$ cat config.mk
export PLATFORM = sky130hd
export DESIGN_NAME = rx_status_word_builder
export DESIGN_NICKNAME = d
export VERILOG_FILES = /design/src/verilog/rx_status_word_builder.v
export VERILOG_INCLUDE_DIRS = /design/src /design/src/verilog
export SDC_FILE = /design/constraint.sdc
export NUM_CORES = 1
export LEC_CHECK = 0
export ABC_AREA = 1
export CORE_MARGIN = 5
export CORE_UTILIZATION = 25
export DETAILED_ROUTE_END_ITERATION = 8
export DONT_BUFFER_PORTS = 1
export GPL_ROUTABILITY_DRIVEN = 1
export PLACE_DENSITY = 0.47
export SLEW_MARGIN = 10
export SYNTH_ARGS = -nofsm -noshare
export SYNTH_HDL_FRONTEND = slang
export SYNTH_SLANG_ARGS = --single-unit
$ cat constraint.sdc
create_clock -name clock -period 5.85 [get_ports clock]
set_input_delay 0.585 -clock clock [delete_from_list [all_inputs] [get_ports clock]]
set_output_delay 0.585 -clock clock [all_outputs]
set_load 0.03 [all_outputs]
$ cat src/verilog/rx_status_consts.vh
// Purpose: Constants for the receive status word builder
// Assumes: Byte addresses on a 32-bit plain register port
// Notes: Offsets, field positions, reset values, byte counts and dribble bit counts
`ifndef RX_STATUS_CONSTS_VH
`define RX_STATUS_CONSTS_VH

// ==========================================================
// Register offsets
`define OFS_MAC_CONTROL 8'h00
`define OFS_STATUS_PORT 8'h04
`define OFS_RX_STATE 8'h08

// ==========================================================
// Control and state fields
`define CTRL_RX_ENABLE_BIT 2
`define CTRL_PASS_BAD_BIT 16
`define CTRL_RESET 32'h0000_0000
`define STATE_FAULT_BIT 0
`define STATE_HALTED_BIT 1
`define STATE_LEVEL_LSB 8

// ==========================================================
// Status word fields
`define ST_FILTER_FAIL 30
`define ST_LEN_MSB 29
`define ST_LEN_LSB 16
`define ST_ERR_SUMMARY 15
`define ST_BROADCAST 13
`define ST_LEN_MISMATCH 12
`define ST_RUNT 11
`define ST_MULTICAST 10
`define ST_TOO_LONG 7
`define ST_LATE_COLL 6
`define ST_FRAME_TYPE 5
`define ST_WATCHDOG 4
`define ST_MII_ERR 3
`define ST_DRIBBLE 2
`define ST_CRC_ERR 1

// ==========================================================
// Byte and dribble bit counts
`define MIN_FRAME_BYTES 14'd64
`define MAX_FRAME_BYTES 14'd1518
`define MAX_LEN_FIELD 16'd1500
`define MIN_TYPE_BYTES 14'd14
`define HDR_CRC_BYTES 14'd18
`define MIN_PAYLOAD 16'd46
`define WDOG_BYTES 2048
`define DRIB_MII 3'd4
`define DRIB_10M 3'd3

`endif

$ cat src/verilog/rx_status_word_builder.v
// Purpose: Builds the per-frame receive status word and queues it for the host
// Assumes: Frame byte stream from the MAC receive layer on the same clock
// Notes: Only the MII receive error pin is asynchronous and is synchronised
//
// Function
// RQ1 - Reserved status bits always read zero
// RQ2 - Bit 30 marks address filter failure
// RQ3 - Bits 29:16 hold frame byte count
// RQ4 - Bit 15 ORs bits 11,7,6,1
// RQ5 - Bit 13 marks broadcast destination
// RQ6 - Bit 12 flags length field mismatch
// RQ7 - Runt flag; runts queued only if pass-bad
// RQ8 - Bit 10 marks multicast destination
// RQ9 - Bit 7 over 1518 bytes, no truncation
// RQ10 - Bit 6 flags late collision
// RQ11 - Bit 5 type field above 1500
// RQ12 - Bit 4 flags receive watchdog expiry
// RQ13 - Bit 3 flags receive error seen
// RQ14 - Bit 2 dribble bits, not with late collision
// RQ15 - Bit 1 CRC error or receive error
// RQ16 - Host halts by clearing receive enable
// RQ17 - Single halted pulse once receiver stops
// RQ18 - Host may flush, then re-enables
// RQ19 - Fault flag on underruns or overrun
// RQ20 - Host recovers from reported faults
// RQ21 - Status word queued after frame data
// RQ22 - Per-frame flags cleared at frame start
`timescale 1ns/1ps
`include "rx_status_consts.vh"

module rx_status_word_builder #(
    parameter FIFO_DEPTH = 16,
    parameter FIFO_AW = 4,
    parameter WDOG_LIMIT = `WDOG_BYTES
) (
    input wire clock,
    input wire rst_n,
    input wire clkEn,
    input wire [7:0] regAddr,
    input wire [31:0] regWrData,
    input wire regWr,
    input wire regRd,
    output wire [31:0] regRdData,
    input wire frameStart,
    input wire byteValid,
    input wire [7:0] byteData,
    input wire frameEnd,
    input wire [2:0] dribbleBits,
    input wire crcBad,
    input wire lateCollision,
    input wire filterFail,
    input wire speed10,
    input wire rxErPin,
    input wire dataUnderrun,
    output wire receiverActive,
    output wire receiverHaltedIrq,
    output wire receiverFaultFlag,
    output wire statusAvail
);

    // ==========================================================
    // Receiver states
    localparam [1:0] ST_IDLE = 2'b00;
    localparam [1:0] ST_FRAME = 2'b01;
    localparam [1:0] ST_HALT = 2'b10;
    localparam [31:0] WDOG_FULL = WDOG_LIMIT;
    localparam [13:0] WDOG_CNT = WDOG_FULL[13:0];

    // Dribble error only for a whole nibble on MII or three or more bits at 10 Mbps
    function dribbleError;
        input [2:0] bits;
        input slow;
        begin
            dribbleError = slow ? (bits >= `DRIB_10M) : (bits == `DRIB_MII);
        end
    endfunction

    // Register address decode shared by the read and write paths
    function regHit;
        input [7:0] addr;
        input [7:0] offset;
        begin
            regHit = (addr == offset);
        end
    endfunction

    // ==========================================================
    // Registers
    reg [31:0] ctrl_q;
    reg [1:0] state_q;
    reg [1:0] state_d;
    reg haltIrq_q;
    reg fault_q;
    reg [31:0] rdData_q;
    reg rxErMeta_q;
    reg rxErSync_q;
    reg [13:0] byteCnt_q;
    reg bcast_q;
    reg mcast_q;
    reg [15:0] typeField_q;
    reg wdog_q;
    reg miiErr_q;
    reg [31:0] mem [0:FIFO_DEPTH-1];
    reg [FIFO_AW:0] wrPtr_q;
    reg [FIFO_AW:0] rdPtr_q;

    wire rxEnable = ctrl_q[`CTRL_RX_ENABLE_BIT];
    wire passBad = ctrl_q[`CTRL_PASS_BAD_BIT];
    wire [FIFO_AW:0] level = wrPtr_q - rdPtr_q;
    wire fifoEmpty = (level == {(FIFO_AW+1){1'b0}});
    wire fifoFull = (level == FIFO_DEPTH[FIFO_AW:0]);
    wire inFrame = (state_q == ST_FRAME);
    wire takeByte = inFrame && byteValid;
    wire endNow = inFrame && frameEnd;
    wire rdStatus = regRd && regHit(regAddr, `OFS_STATUS_PORT);
    wire wrControl = regWr && regHit(regAddr, `OFS_MAC_CONTROL);
    wire wrState = regWr && regHit(regAddr, `OFS_RX_STATE);
    wire clearFault = wrState && regWrData[`STATE_FAULT_BIT];
    wire flushReq = wrState && regWrData[`STATE_HALTED_BIT] && (state_q == ST_HALT);

    // ==========================================================
    // Receive error pin synchroniser
    always @(posedge clock)
    begin
        if (!rst_n)
        begin
            rxErMeta_q <= 1'b0;
            rxErSync_q <= 1'b0;
        end
        else if (clkEn)
        begin
            rxErMeta_q <= rxErPin;
            rxErSync_q <= rxErMeta_q;
        end
    end

    // ==========================================================
    // Receiver control: a running frame always completes before the halt
    always @*
    begin
        state_d = state_q;
        case (state_q)
            ST_IDLE:
            begin
                if (!rxEnable)
                    state_d = ST_HALT; // RQ17
                else if (frameStart)
                    state_d = ST_FRAME;
            end
            ST_FRAME:
            begin
                if (frameEnd)
                    state_d = ST_IDLE;
            end
            ST_HALT:
            begin
                if (rxEnable)
                    state_d = ST_IDLE; // RQ18
            end
            default:
                state_d = ST_IDLE;
        endcase
    end

    always @(posedge clock)
    begin
        if (!rst_n)
        begin
            state_q <= ST_HALT;
            haltIrq_q <= 1'b0;
        end
        else if (clkEn)
        begin
            state_q <= state_d;
            haltIrq_q <= (state_q == ST_IDLE) && (state_d == ST_HALT); // RQ17
        end
    end

    // ==========================================================
    // Per-frame collection
    always @(posedge clock)
    begin
        if (!rst_n)
        begin
            byteCnt_q <= 14'h0000;
            bcast_q <= 1'b0;
            mcast_q <= 1'b0;
            typeField_q <= 16'h0000;
            wdog_q <= 1'b0;
            miiErr_q <= 1'b0;
        end
        else if (clkEn)
        begin
            if ((state_q == ST_IDLE) && rxEnable && frameStart)
            begin
                byteCnt_q <= 14'h0000; // RQ22
                bcast_q <= 1'b1;
                mcast_q <= 1'b0;
                typeField_q <= 16'h0000;
                wdog_q <= 1'b0;
                miiErr_q <= 1'b0;
            end
            else if (inFrame)
            begin
                if (rxErSync_q)
                    miiErr_q <= 1'b1; // RQ13
                if (takeByte)
                begin
                    // Saturate; the frame itself is never cut short
                    if (byteCnt_q != 14'h3FFF)
                        byteCnt_q <= byteCnt_q + 14'h0001; // RQ9
                    if (byteCnt_q + 14'h0001 >= WDOG_CNT)
                        wdog_q <= 1'b1; // RQ12
                    if (byteCnt_q < 14'd6 && byteData != 8'hFF)
                        bcast_q <= 1'b0; // RQ5
                    if (byteCnt_q == 14'h0000)
                        mcast_q <= byteData[0]; // RQ8
                    if (byteCnt_q == 14'd12)
                        typeField_q[15:8] <= byteData;
                    if (byteCnt_q == 14'd13)
                        typeField_q[7:0] <= byteData;
                end
            end
        end
    end

    // ==========================================================
    // Status word assembly at frame end
    reg [31:0] statusWord;
    reg runt;
    reg tooLong;
    reg crcErr;
    reg lenMismatch;
    reg frameType;
    reg miiSeen;
    reg [15:0] payload;

    always @*
    begin
        miiSeen = miiErr_q || rxErSync_q;
        runt = (byteCnt_q < `MIN_FRAME_BYTES); // RQ7
        tooLong = (byteCnt_q > `MAX_FRAME_BYTES); // RQ9
        crcErr = crcBad || miiSeen; // RQ15
        payload = {2'b00, byteCnt_q} - {2'b00, `HDR_CRC_BYTES};
        frameType = (byteCnt_q >= `MIN_TYPE_BYTES) && (typeField_q > `MAX_LEN_FIELD); // RQ11
        // Padded short frames carry a length below the minimum payload
        lenMismatch = (byteCnt_q >= `MIN_TYPE_BYTES) && (typeField_q <= `MAX_LEN_FIELD)
            && (typeField_q != payload)
            && !((payload == `MIN_PAYLOAD) && (typeField_q < `MIN_PAYLOAD)); // RQ6
        statusWord = 32'h0000_0000; // RQ1
        statusWord[`ST_FILTER_FAIL] = filterFail; // RQ2
        statusWord[`ST_LEN_MSB:`ST_LEN_LSB] = byteCnt_q; // RQ3
        statusWord[`ST_BROADCAST] = bcast_q && (byteCnt_q >= 14'd6); // RQ5
        statusWord[`ST_LEN_MISMATCH] = lenMismatch; // RQ6
        statusWord[`ST_RUNT] = runt; // RQ7
        statusWord[`ST_MULTICAST] = mcast_q; // RQ8
        statusWord[`ST_TOO_LONG] = tooLong; // RQ9
        statusWord[`ST_LATE_COLL] = lateCollision; // RQ10
        statusWord[`ST_FRAME_TYPE] = frameType; // RQ11
        statusWord[`ST_WATCHDOG] = wdog_q; // RQ12
        statusWord[`ST_MII_ERR] = miiSeen; // RQ13
        statusWord[`ST_DRIBBLE] = dribbleError(dribbleBits, speed10) && !lateCollision; // RQ14
        statusWord[`ST_CRC_ERR] = crcErr; // RQ15
        statusWord[`ST_ERR_SUMMARY] = runt || tooLong || lateCollision || crcErr; // RQ4
    end

    // Data has already gone to the data FIFO when the end marker arrives
    wire keepFrame = !runt || passBad; // RQ7
    wire pushReq = endNow && keepFrame; // RQ21
    wire push = pushReq && !fifoFull;
    wire pop = rdStatus && !fifoEmpty;

    // ==========================================================
    // Status FIFO
    always @(posedge clock)
    begin
        if (!rst_n)
        begin
            wrPtr_q <= {(FIFO_AW+1){1'b0}};
            rdPtr_q <= {(FIFO_AW+1){1'b0}};
        end
        else if (clkEn)
        begin
            if (push)
            begin
                mem[wrPtr_q[FIFO_AW-1:0]] <= statusWord; // RQ21
                wrPtr_q <= wrPtr_q + 1'b1;
            end
            if (pop)
                rdPtr_q <= rdPtr_q + 1'b1;
            // Flush only while halted, so no frame is cut in two
            if (flushReq)
                rdPtr_q <= wrPtr_q + (push ? 1'b1 : 1'b0); // RQ18
        end
    end

    // ==========================================================
    // Register port and fault flag
    always @(posedge clock)
    begin
        if (!rst_n)
        begin
            ctrl_q <= `CTRL_RESET;
            fault_q <= 1'b0;
            rdData_q <= 32'h0000_0000;
        end
        else if (clkEn)
        begin
            if (wrControl)
                ctrl_q <= regWrData; // RQ16
            // Setting beats the write-one clear; reception keeps running
            if (dataUnderrun || (rdStatus && fifoEmpty) || (pushReq && fifoFull))
                fault_q <= 1'b1; // RQ19
            else if (clearFault)
                fault_q <= 1'b0; // RQ20
            rdData_q <= 32'h0000_0000;
            if (regRd)
            begin
                case (regAddr)
                    `OFS_MAC_CONTROL:
                        rdData_q <= ctrl_q;
                    `OFS_STATUS_PORT:
                        rdData_q <= fifoEmpty ? 32'h0000_0000 : mem[rdPtr_q[FIFO_AW-1:0]];
                    `OFS_RX_STATE:
                    begin
                        rdData_q[`STATE_FAULT_BIT] <= fault_q;
                        rdData_q[`STATE_HALTED_BIT] <= (state_q == ST_HALT);
                        rdData_q[`STATE_LEVEL_LSB+FIFO_AW:`STATE_LEVEL_LSB] <= level;
                    end
                    default:
                        rdData_q <= 32'h0000_0000;
                endcase
            end
        end
    end

    assign regRdData = rdData_q;
    assign receiverActive = (state_q != ST_HALT);
    assign receiverHaltedIrq = haltIrq_q;
    assign receiverFaultFlag = fault_q;
    assign statusAvail = !fifoEmpty;

endmodule // rx_status_word_builder
==> out/metrics.csv, run 1 <==
stage,metric,value,unit
yosys,synth.distinct_cells,43,
global_route,grt_pass1_vias,16355,
sta,max_freq,236,MHz
outcome,status,finished clean,
job,drv_cap,0,
layout,design_area,27000,µm²
global_route,grt_overflow,0,
cts,postCtsResizedCells,0,
yosys,netlist_area,23600,µm²
yosys,netlist.top_cell.by_area,edfxtp_1,
sta,finalSetupViolCount,0,
yosys,synthFlopType,edfxtp_1,
place,placed_area,25000,µm²
cts,cts.clk_slew.worst_paths,0.06,ns
cts,clock_path_buffers,3,
critical_path,startpoint,byteCnt_q[6]$_SDFFE_PN0P_,
layout,final_nets,2425,
critical_path,cp.arrival,4.47,ns
sta,slew_viol_final,0,
global_route,grt_pass1_wl,106,mm
cts,cts_buffers,60,
floorplanning,core_area,93500,µm²
layout,register_area,15300,µm²
critical_path,path_class,flip-flop to flip-flop,
critical_path,crit_fanout,27,
place,dpl.hpwl,44.4,mm
sta,finalCritPeriodShare,72.5,%
layout,final_cell_mix,"nand2_1, edfxtp_1, nand3_1",
worst_hold_path,hp-start,lateCollision,
yosys,synth_warnings,0,
sta,rsz0062_at_grt,false,
critical_path,start_kind,flip-flop,
worst_hold_path,min_path_type,primary input to flip-flop,
sta,fin_setup_tns,0,ns
power,ir_drop,0.000216,V
drt,avgRoutedWirePerCell,19.7,µm
yosys,synth_area_leaders,"edfxtp_1, nand2_1, dfxtp_1, nand3_1, nor2_1",
place,gp_congestion,0.847,
cts,clock_tree.root_cell,clkbuf_16,
power,leakage,9.71,nW
yosys,synth_edf_count,432,
cts,cts_setup_buffers,0,
cts,worstSkewPairLatency,0.64,ns
critical_path,timing.rr.start,byteCnt_q[6]$_SDFFE_PN0P_,
power,p_per_area,297,nW/µm²
critical_path,end_kind,flip-flop,
sta,finalHoldViolations,0,
sta,setup_ws,1.61,ns
drt,wl,72.0,mm
floorplanning,fp.dieH,317,µm
global_route,antenna_found_initial,3,
floorplanning,dieArea,101000,µm²
yosys,netlist.area_leader.share,54.9,%
critical_path,worstPathRequired,6.08,ns
drt,first_iter_violations,1256,
place,port_buffers,0,
drt,viasPerCell,4.66,
layout,fill_cells,9758,
layout,areaGrowthSynthToFinish,14.3,%
yosys,synthCells,2376,
floorplanning,rows,112,
cts,cts_tree,built,
sta,slew_headroom,19.5,%
cts,cts_sinks,550,
layout,final_common_cell,nand2_1,
yosys,synthArstFlopShare,0,%
sta,fin_crit,4.24,ns
cts,htreeDepth,2,
sta,skew,0.0296,ns
yosys,ys_ff_latch,550,
drt,postRouteAntennaNets,0,
drt,vias,17008,
layout,multi_input_area,7340,µm²
yosys,postSynthAreaPerCell,9.94,µm²
floorplanning,start_util,25.3,%
drt,drtPass1Iterations,5,
drt,drcViolationCount,0,
yosys,syn_nets,2458,
yosys,ys_seq_area_share,64.9,%
global_route,grt_max_degree,194,
global_route,track_usage,13.8,%
layout,drive_gt1_share,7.72,%
place,dp_slack,1.65,ns
floorplanning,io_pins,101,
floorplanning,die_w,317,µm
cts,ctsHoldBuffers,0,
sta,worst_pin_slew,1.20,ns
-- power by group --
group,switching [W],internal (W)
logic,0.0000442,0.0000109
registers,0.00000305,0.00417
clock network,0.00158,0.00222
total,0.00163,0.00639
-- worst paths after layout --
| path | to | slack [ns] | depth (start not counted) |
|---|---|---|---|
| worst max-delay path | mem[12][22]$_DFFE_PP_ | 1.61 | 11 |
| worst min-delay path | mem[5][5]$_DFFE_PP_ | 0.04 | 0 |
| worst max register to register | mem[12][22]$_DFFE_PP_ | 1.61 | 11 |
| worst min register to register | ctrl_q[3]$_SDFFE_PN0P_ | 0.45 | 2 |
-- synth_stat cells (all sizes together), types with 3 or more instances --
library cell,n
a21oi,93
clkbuf,63
inv,116
xnor2,3
nand4,45
nand2,710
edfxtp,432
o22ai,4
nor4,4
nor2,144
xor2,14
dfxtp,118
nor3,10
o21ai,84
ha,16
buf,70
clkinv,4
nand3,432
-- critical path: stages, from the launching register on --
cell and delay (ns):
dfxtp_1 0.86, nor2_1 0.20, nand3_1 0.14, nor2_2 0.04, buf_4 0.19, inv_2 0.13
nor2_1 0.05, nor2_1 0.20, nand3_1 0.37, nor2_1 0.35, nand2_1 0.30, nor2_4 0.98
-- flip-flops by register name (all words and copies together) (netlist names), 2 cells and up, named ones only --
| register | cells |
|---|---|
| state_q | 2 |
| mem | 432 |
| ctrl_q | 32 |
| rdPtr_q | 5 |
| regRdData | 32 |
| typeField_q | 16 |
| wrPtr_q | 5 |
| byteCnt_q | 14 |
-- area by class of cell --
class / count / area share, %
sequential: 550 / 56.9
multi-input combinational: 1573 / 27.2
clock buffer: 81 / 6.00
tap: 1254 / 5.81
inverter: 120 / 1.69
clock inverter: 33 / 1.33
timing repair buffer: 38 / 1.10
antenna: 1 / 0.00927
-- through the flow --
| step | utilization (%) | cells | power, W | hold WS [ns] |
|---|---|---|---|---|
| 2_1_floorplan | - | 2376 | 0.00429 | 0.425 |
| 3_3_place_gp | 26.7 | 3535 | 0.00431 | 0.435 |
| 3_5_place_dp | 26.7 | 3535 | 0.00431 | 0.442 |
| 4_1_cts | 28.9 | 3649 | 0.00810 | 0.00529 |
| 5_1_grt | 28.9 | 3649 | 0.00827 | 0.00535 |
| 6_report | 28.9 | 3650 | 0.00802 | 0.0439 |
-- cells by family after synthesis --
family	Yosys count	synth area share, %
AOI/OAI and AO/OA	191	4.39
xor gates and xnor gates	17	0.631
adders and majority gates	17	0.933
buffers and inverters	253	4.50
DFF	550	64.9
and+or+nand+nor	1348	24.6
-- layer usage --
layer	up-vias	share of wire [%]	global-route usage [%]	wire (µm)
li1	8116	-	-	-
met1	8286	44	18.6	31900
met2	493	47	22.8	33900
met3	111	5.9	2.63	4260
met4	2	2.8	4.14	2020
met5	-	0.018	0	13
Power figures use the tool's default switching activity.
==> run 2: changes to the inputs <==
- clock period: 5.85 -> 4 ns (I/O delays scaled with it)
==> out/metrics.csv, run 2 (same netlist as run 1, synthesis figures left out) <==
stage,metric,value,unit
power,clkPwrFrac,46.1,%
critical_path,crit_fanout,16,
sta,worst_pin_slew,1.19,ns
drt,avgRoutedWirePerCell,19.7,µm
critical_path,end_kind,flip-flop,
global_route,track_usage,14.2,%
sta,max_freq,295,MHz
cts,postCtsResizedCells,0,
cts,cts_tree,built,
critical_path,path_class,flip-flop to flip-flop,
outcome,status,finished clean,
power,power_frac_seq,52.6,%
global_route,grt_pass1_wl,109,mm
floorplanning,die_w,317,µm
floorplanning,fp.dieH,317,µm
sta,slew_headroom,20.5,%
critical_path,start_kind,flip-flop,
power,power,0.0116,W
power,p_int,0.00924,W
critical_path,crit_slowest_cell,nor2_4,
layout,largest_register_ffs,432,
drt,vias,17464,
power,p_per_area,417,nW/µm²
job,drv_cap,0,
cts,htreeDepth,2,
drt,drcViolationCount,0,
power,comb_power_share,1.2,%
global_route,grt_pass1_vias,16888,
power,leakage,10.2,nW
sta,finalCritPeriodShare,84.6,%
layout,fill_cells,9609,
sta,fin_crit,3.39,ns
critical_path,worstPathRequired,4.33,ns
floorplanning,io_pins,101,
drt,postRouteAntennaNets,0,
cts,cts_setup_buffers,0,
drt,wl,73.4,mm
layout,final_cells,3733,
cts,clock_tree.root_cell,clkbuf_16,
critical_path,crit_path_cell_trace,inv_1 -> ha_1 -> inv_1 -> fa_1 -> xor2_1 -> nor2_1 -> inv_1 -> nor2_1 -> nand2_1 -> nand3_1 -> nor2_1 -> nand2_1 -> nor2_4 -> buf_12,
global_route,grt_overflow,0,
critical_path,cp.arrival,3.72,ns
drt,viasPerCell,4.68,
global_route,antenna_found_initial,5,
sta,skew,0.0317,ns
global_route,grt_max_degree,132,
drt,drtPass1Iterations,7,
power,switching_share,20.3,%
cts,worstSkewPairLatency,0.64,ns
layout,drive_gt1_share,8.08,%
floorplanning,dieArea,101000,µm²
floorplanning,rows,112,
layout,multi_input_area,7340,µm²
cts,cts_sinks,550,
drt,first_iter_violations,1508,
place,dp.cells,3560,
layout,final_nets,2507,
place,port_buffers,0,
worst_hold_path,min_path_type,primary input to flip-flop,
sta,slew_viol_final,0,
place,dpl.hpwl,46.2,mm
sta,rsz0062_at_grt,false,
cts,clock_path_buffers,3,
critical_path,max_stage_delay,0.48,ns
sta,finalSetupViolCount,0,
layout,final_cell_mix,"nand2_1, edfxtp_1, nand3_1",
cts,cts.clk_slew.worst_paths,0.06,ns
power,ir_drop,0.000314,V
floorplanning,core_area,93500,µm²
power,p_switching,0.00235,W
place,gp_congestion,0.856,
layout,register_area,15300,µm²
layout,areaGrowthSynthToFinish,17.6,%
cts,cts_buffers,60,
layout,fin_util,29.7,%
floorplanning,start_util,25.3,%
sta,finalHoldViolations,0,
layout,final_common_cell,nand2_1,
==> run 2: cell count changes in the layout (fill, tap and decap cells not counted), moves of 6 or more <==
cell / change
dlygate4sd3_1: +56
clkbuf_1: +7
buf_4: +19
buf_12: +6
==> run 2: worst paths after layout <==
path / startpoint / endpoint / slack, ns / depth (start not counted)
setup / recovery: wrPtr_q[0]$_SDFFE_PN0P_ / mem[6][21]$_DFFE_PP_ / 0.61 / 14
hold / removal: frameEnd / state_q[0]$_SDFFE_PN0P_ / 0.04 / 3
setup reg to reg: wrPtr_q[0]$_SDFFE_PN0P_ / mem[6][21]$_DFFE_PP_ / 0.61 / 14
hold reg to reg: ctrl_q[6]$_SDFFE_PN0P_ / ctrl_q[6]$_SDFFE_PN0P_ / 0.45 / 2
==> run 2: layout make-up <==
| class | instances | share of cell area [%] |
|---|---|---|
| inverters | 120 | 1.64 |
| diodes | 3 | 0.0270 |
| multi-input cells | 1573 | 26.5 |
| clock inverters | 23 | 0.753 |
| clock buffers | 90 | 6.07 |
| repair buffers | 120 | 4.14 |
| well taps | 1254 | 5.65 |
| flip-flops and latches | 550 | 55.3 |
==> run 2: power groups by stage <==
| stage | sequential, W | clock [W] | combinational, W |
|---|---|---|---|
| 6_report | 0.00610 | 0.00535 | 0.000140 |
| 5_1_grt | 0.00610 | 0.00574 | 0.000150 |
| 4_1_cts | 0.00610 | 0.00548 | 0.000141 |
| 3_5_place_dp | 0.00622 | 0 | 0.0000859 |
| 3_3_place_gp | 0.00622 | 0 | 0.0000850 |
| 2_1_floorplan | 0.00622 | 0 | 0.0000563 |
==> run 2: critical path: cells and delay by family, from the launching register on <==
kind | cells | cell delay (ns)
xor+xnor | 1 | 0.21
fa+ha+maj | 2 | 0.56
buf+inv | 4 | 0.54
flops | 1 | 0.36
simple gates | 7 | 1.42
==> run 2: metrics by stage <==
stage	hold WS, ns	area [µm²]	TNS [ns]	setup slack, ns
after floorplan	0.425	23600	-9.71	-0.120
after global placement	0.435	25300	0	0.598
after detailed placement	0.443	25300	0	0.601
after CTS	0.00288	27800	0	0.608
after global routing	0.0247	27800	0	0.393
final	0.0447	27800	0	0.615
==> run 2: timing repair <==
action                                 in CTS  in global routing
setup endpoints to repair                   0                  0
hold buffers                               57                  0
endpoints found under the hold margin     103                  0
==> run 2: per-layer routing <==
| metal | share of wire [%] | global-route usage (%) |
|---|---|---|
| met4 | 3.5 | 5.23 |
| met2 | 47 | 23.1 |
| met1 | 43 | 19.1 |
| met5 | 0.018 | 0 |
| met3 | 6.1 | 2.63 |
==> run 3: changes to the inputs <==
- ABC_AREA: 1 -> 0
- clock period: 4 -> 3.15 ns (I/O delays scaled with it)
==> out/metrics.csv, run 3 <==
stage,metric,value,unit
layout,final_common_cell,edfxtp_1,
sta,fin_crit,3.22,ns
drt,vias,13447,
cts,cts.clk_slew.worst_paths,0.06,ns
place,port_buffers,0,
sta,finalSetupViolCount,107,
place,dp.cells,2573,
floorplanning,core_area,88800,µm²
drt,first_iter_violations,1352,
cts,cts_tree,built,
layout,largest_register_ffs,432,
critical_path,start_kind,flip-flop,
critical_path,crit_slowest_cell,fa_2,
global_route,track_usage,12.7,%
yosys,netlist_area,22400,µm²
global_route,antenna_found_initial,1,
critical_path,path_class,flip-flop to flip-flop,
floorplanning,fp.dieH,310,µm
global_route,grt_overflow,0,
place,placed_area,24800,µm²
critical_path,rr_endpoint,mem[0][21]$_DFFE_PP_,
critical_path,end_kind,flip-flop,
yosys,ys_seq_area_share,68.4,%
yosys,netlist.area_leader.share,57.8,%
yosys,synth_area_leaders,"edfxtp_1, mux4_2, dfxtp_1, nand2_1, a21oi_1",
layout,final_cell_mix,"edfxtp_1, mux4_2, dfxtp_1",
worst_hold_path,whs_endpoint,mem[3][1]$_DFFE_PP_,
floorplanning,dieArea,95800,µm²
sta,max_freq,311,MHz
power,ir_drop,0.000501,V
yosys,synth_common_cells,"edfxtp_1, mux4_2, dfxtp_1",
cts,clock_path_buffers,3,
critical_path,crit_fanout,15,
place,gp_congestion,0.805,
cts,cts_buffers,58,
floorplanning,die_w,310,µm
sta,skew,0.0550,ns
yosys,syn_nets,1473,
critical_path,max_stage_delay,0.52,ns
critical_path,startpoint,wrPtr_q[0]$_SDFFE_PN0P_,
layout,final_nets,1655,
sta,rsz0062_at_grt,true,
drt,drcViolationCount,0,
yosys,ys_ff_latch,550,
sta,slew_headroom,25.8,%
sta,finalHoldViolations,0,
drt,viasPerCell,4.83,
outcome,failed_checks,setup timing,
power,leakage,9.53,nW
job,drv_cap,0,
worst_hold_path,min_path_type,primary input to flip-flop,
critical_path,cp_common_cell,buf_4,
power,p_per_area,533,nW/µm²
sta,setup_ws,-0.0657,ns
yosys,synthFlopType,edfxtp_1,
place,dpl.hpwl,39.8,mm
yosys,netlist.top_cell.by_area,edfxtp_1,
worst_hold_path,hp-start,lateCollision,
critical_path,rrSetupSlack,-0.07,ns
drt,wl,67.0,mm
drt,postRouteAntennaNets,0,
drt,avgRoutedWirePerCell,24.0,µm
yosys,postSynthAreaPerCell,16.1,µm²
yosys,synthArstFlopShare,0,%
critical_path,timing.rr.start,wrPtr_q[0]$_SDFFE_PN0P_,
outcome,status,finished with violations,
floorplanning,start_util,25.3,%
critical_path,worstPathRequired,3.49,ns
yosys,synth.distinct_cells,77,
yosys,synthCells,1391,
cts,htreeDepth,2,
sta,slew_viol_final,0,
cts,cts_sinks,550,
drt,drtPass1Iterations,5,
sta,worst_pin_slew,1.11,ns
layout,areaGrowthSynthToFinish,26.2,%
layout,design_area,28300,µm²
critical_path,critPathTopFamily,simple AND/OR/NAND/NOR gates,
yosys,yosysMostFrequentCell,edfxtp_1,
sta,finalCritPeriodShare,102,%
global_route,grt_pass1_vias,13128,
layout,final_cells,2786,
layout,drive_gt1_share,26.3,%
yosys,synth_edf_count,432,
cts,worstSkewPairLatency,0.67,ns
critical_path,crit_path_cell_trace,inv_4 -> ha_4 -> inv_2 -> fa_2 -> and3b_2 -> nor4b_4 -> o21ai_2 -> or3b_4 -> buf_4 -> buf_8 -> nor4_4 -> buf_4 -> buf_12,
cts,clock_tree.root_cell,clkbuf_16,
yosys,synth_warnings,0,
worst_hold_path,hold-path-cell-count,2,
layout,diodes,0,
critical_path,cp_num_buf_inv,6,
global_route,grt_pass1_wl,91.0,mm
global_route,grt_max_degree,49,
critical_path,cp.arrival,3.56,ns
floorplanning,rows,109,
critical_path,r2r_cells,13,
floorplanning,io_pins,101,
[run 3: changes by cell type in the layout (fill, tap and decap cells not counted), sizes merged, moves of 40 or more]
cell and delta:
buf +63, inv -82, mux4 +135, nand2 -601, nand3 -407, nor2 -74
o21ai -40
[run 3: cell families after synthesis]
group	synth area share, %
flops	68.4
simple gates	6.98
compound gates	5.71
mux	14.7
buf+inv	2.15
xor+xnor	1.13
fa+ha+maj	0.982
[run 3: repair_timing]
action | 4_1_cts | 5_1_grt
hold buffers | 55 | 0
endpoints found under the setup margin | 108 | 425
cloned | 4 | 25
pin swaps | 8 | 7
gates resized for setup | 13 | 27
hold endpoints to repair | 116 | 0
buffers inserted | 6 | 18
[run 3: through the flow]
step                util (%)  hold slack [ns]  power, W  setup slack, ns  TNS (ns)
CTS                     31.0         0.000983    0.0153           -0.110     -5.57
global placement        27.9            0.392   0.00810          -0.0918     -5.60
finish                  31.9           0.0466    0.0151          -0.0657     -3.20
floorplan                  -            0.414   0.00803           -0.348    -72.16
detailed placement      27.9            0.401   0.00810          -0.0994     -6.37
global route            31.9           0.0302    0.0156           -0.132    -19.22
[run 3: power breakdown]
group          internal (W)  switching [W]  leakage (nW)
registers           0.00774      0.0000174          5.34
logic              0.000112       0.000154          3.26
clock network       0.00407        0.00302         0.941
total                0.0119        0.00319          9.53
[run 3: layer usage]
layer  vias up  share of wire, %  track usage (%)
met1      7033                46             18.5
li1       5841                 -                -
met2       487                44             19.6
met5         -             0.019                0
met3        84               8.2             2.79
met4         2               1.8             2.76
[run 3: worst register-to-register path, delay by kind of cell (launching register included)]
kind / cells / cell delay [ns]
DFF: 1 / 0.35
adders and majority gates: 2 / 0.64
and+or+nand+nor: 4 / 1.02
AOI/OAI and AO/OA: 1 / 0.15
buffers and inverters: 6 / 0.76
[run 3: area by class of cell]
cell class / count / area (µm²)
clock buffer: 65 / 1480
clock inverter: 43 / 512
fill: 8520 / 60500
inverter: 36 / 139
multi-input combinational: 725 / 6840
sequential: 550 / 15400
tap: 1165 / 1460
timing repair buffer: 202 / 2540
[run 3: worst max-delay path by stage]
stage                                 endpoint  slack, ns  cells past startpoint
final                     mem[0][21]$_DFFE_PP_      -0.07                     13
after global routing       mem[9][9]$_DFFE_PP_      -0.13                     12
after CTS                  mem[9][9]$_DFFE_PP_      -0.11                     13
after detailed placement   mem[8][1]$_DFFE_PP_       -0.1                     12
after global placement     mem[8][2]$_DFFE_PP_      -0.09                     12
after floorplan            mem[0][0]$_DFFE_PP_      -0.35                     10
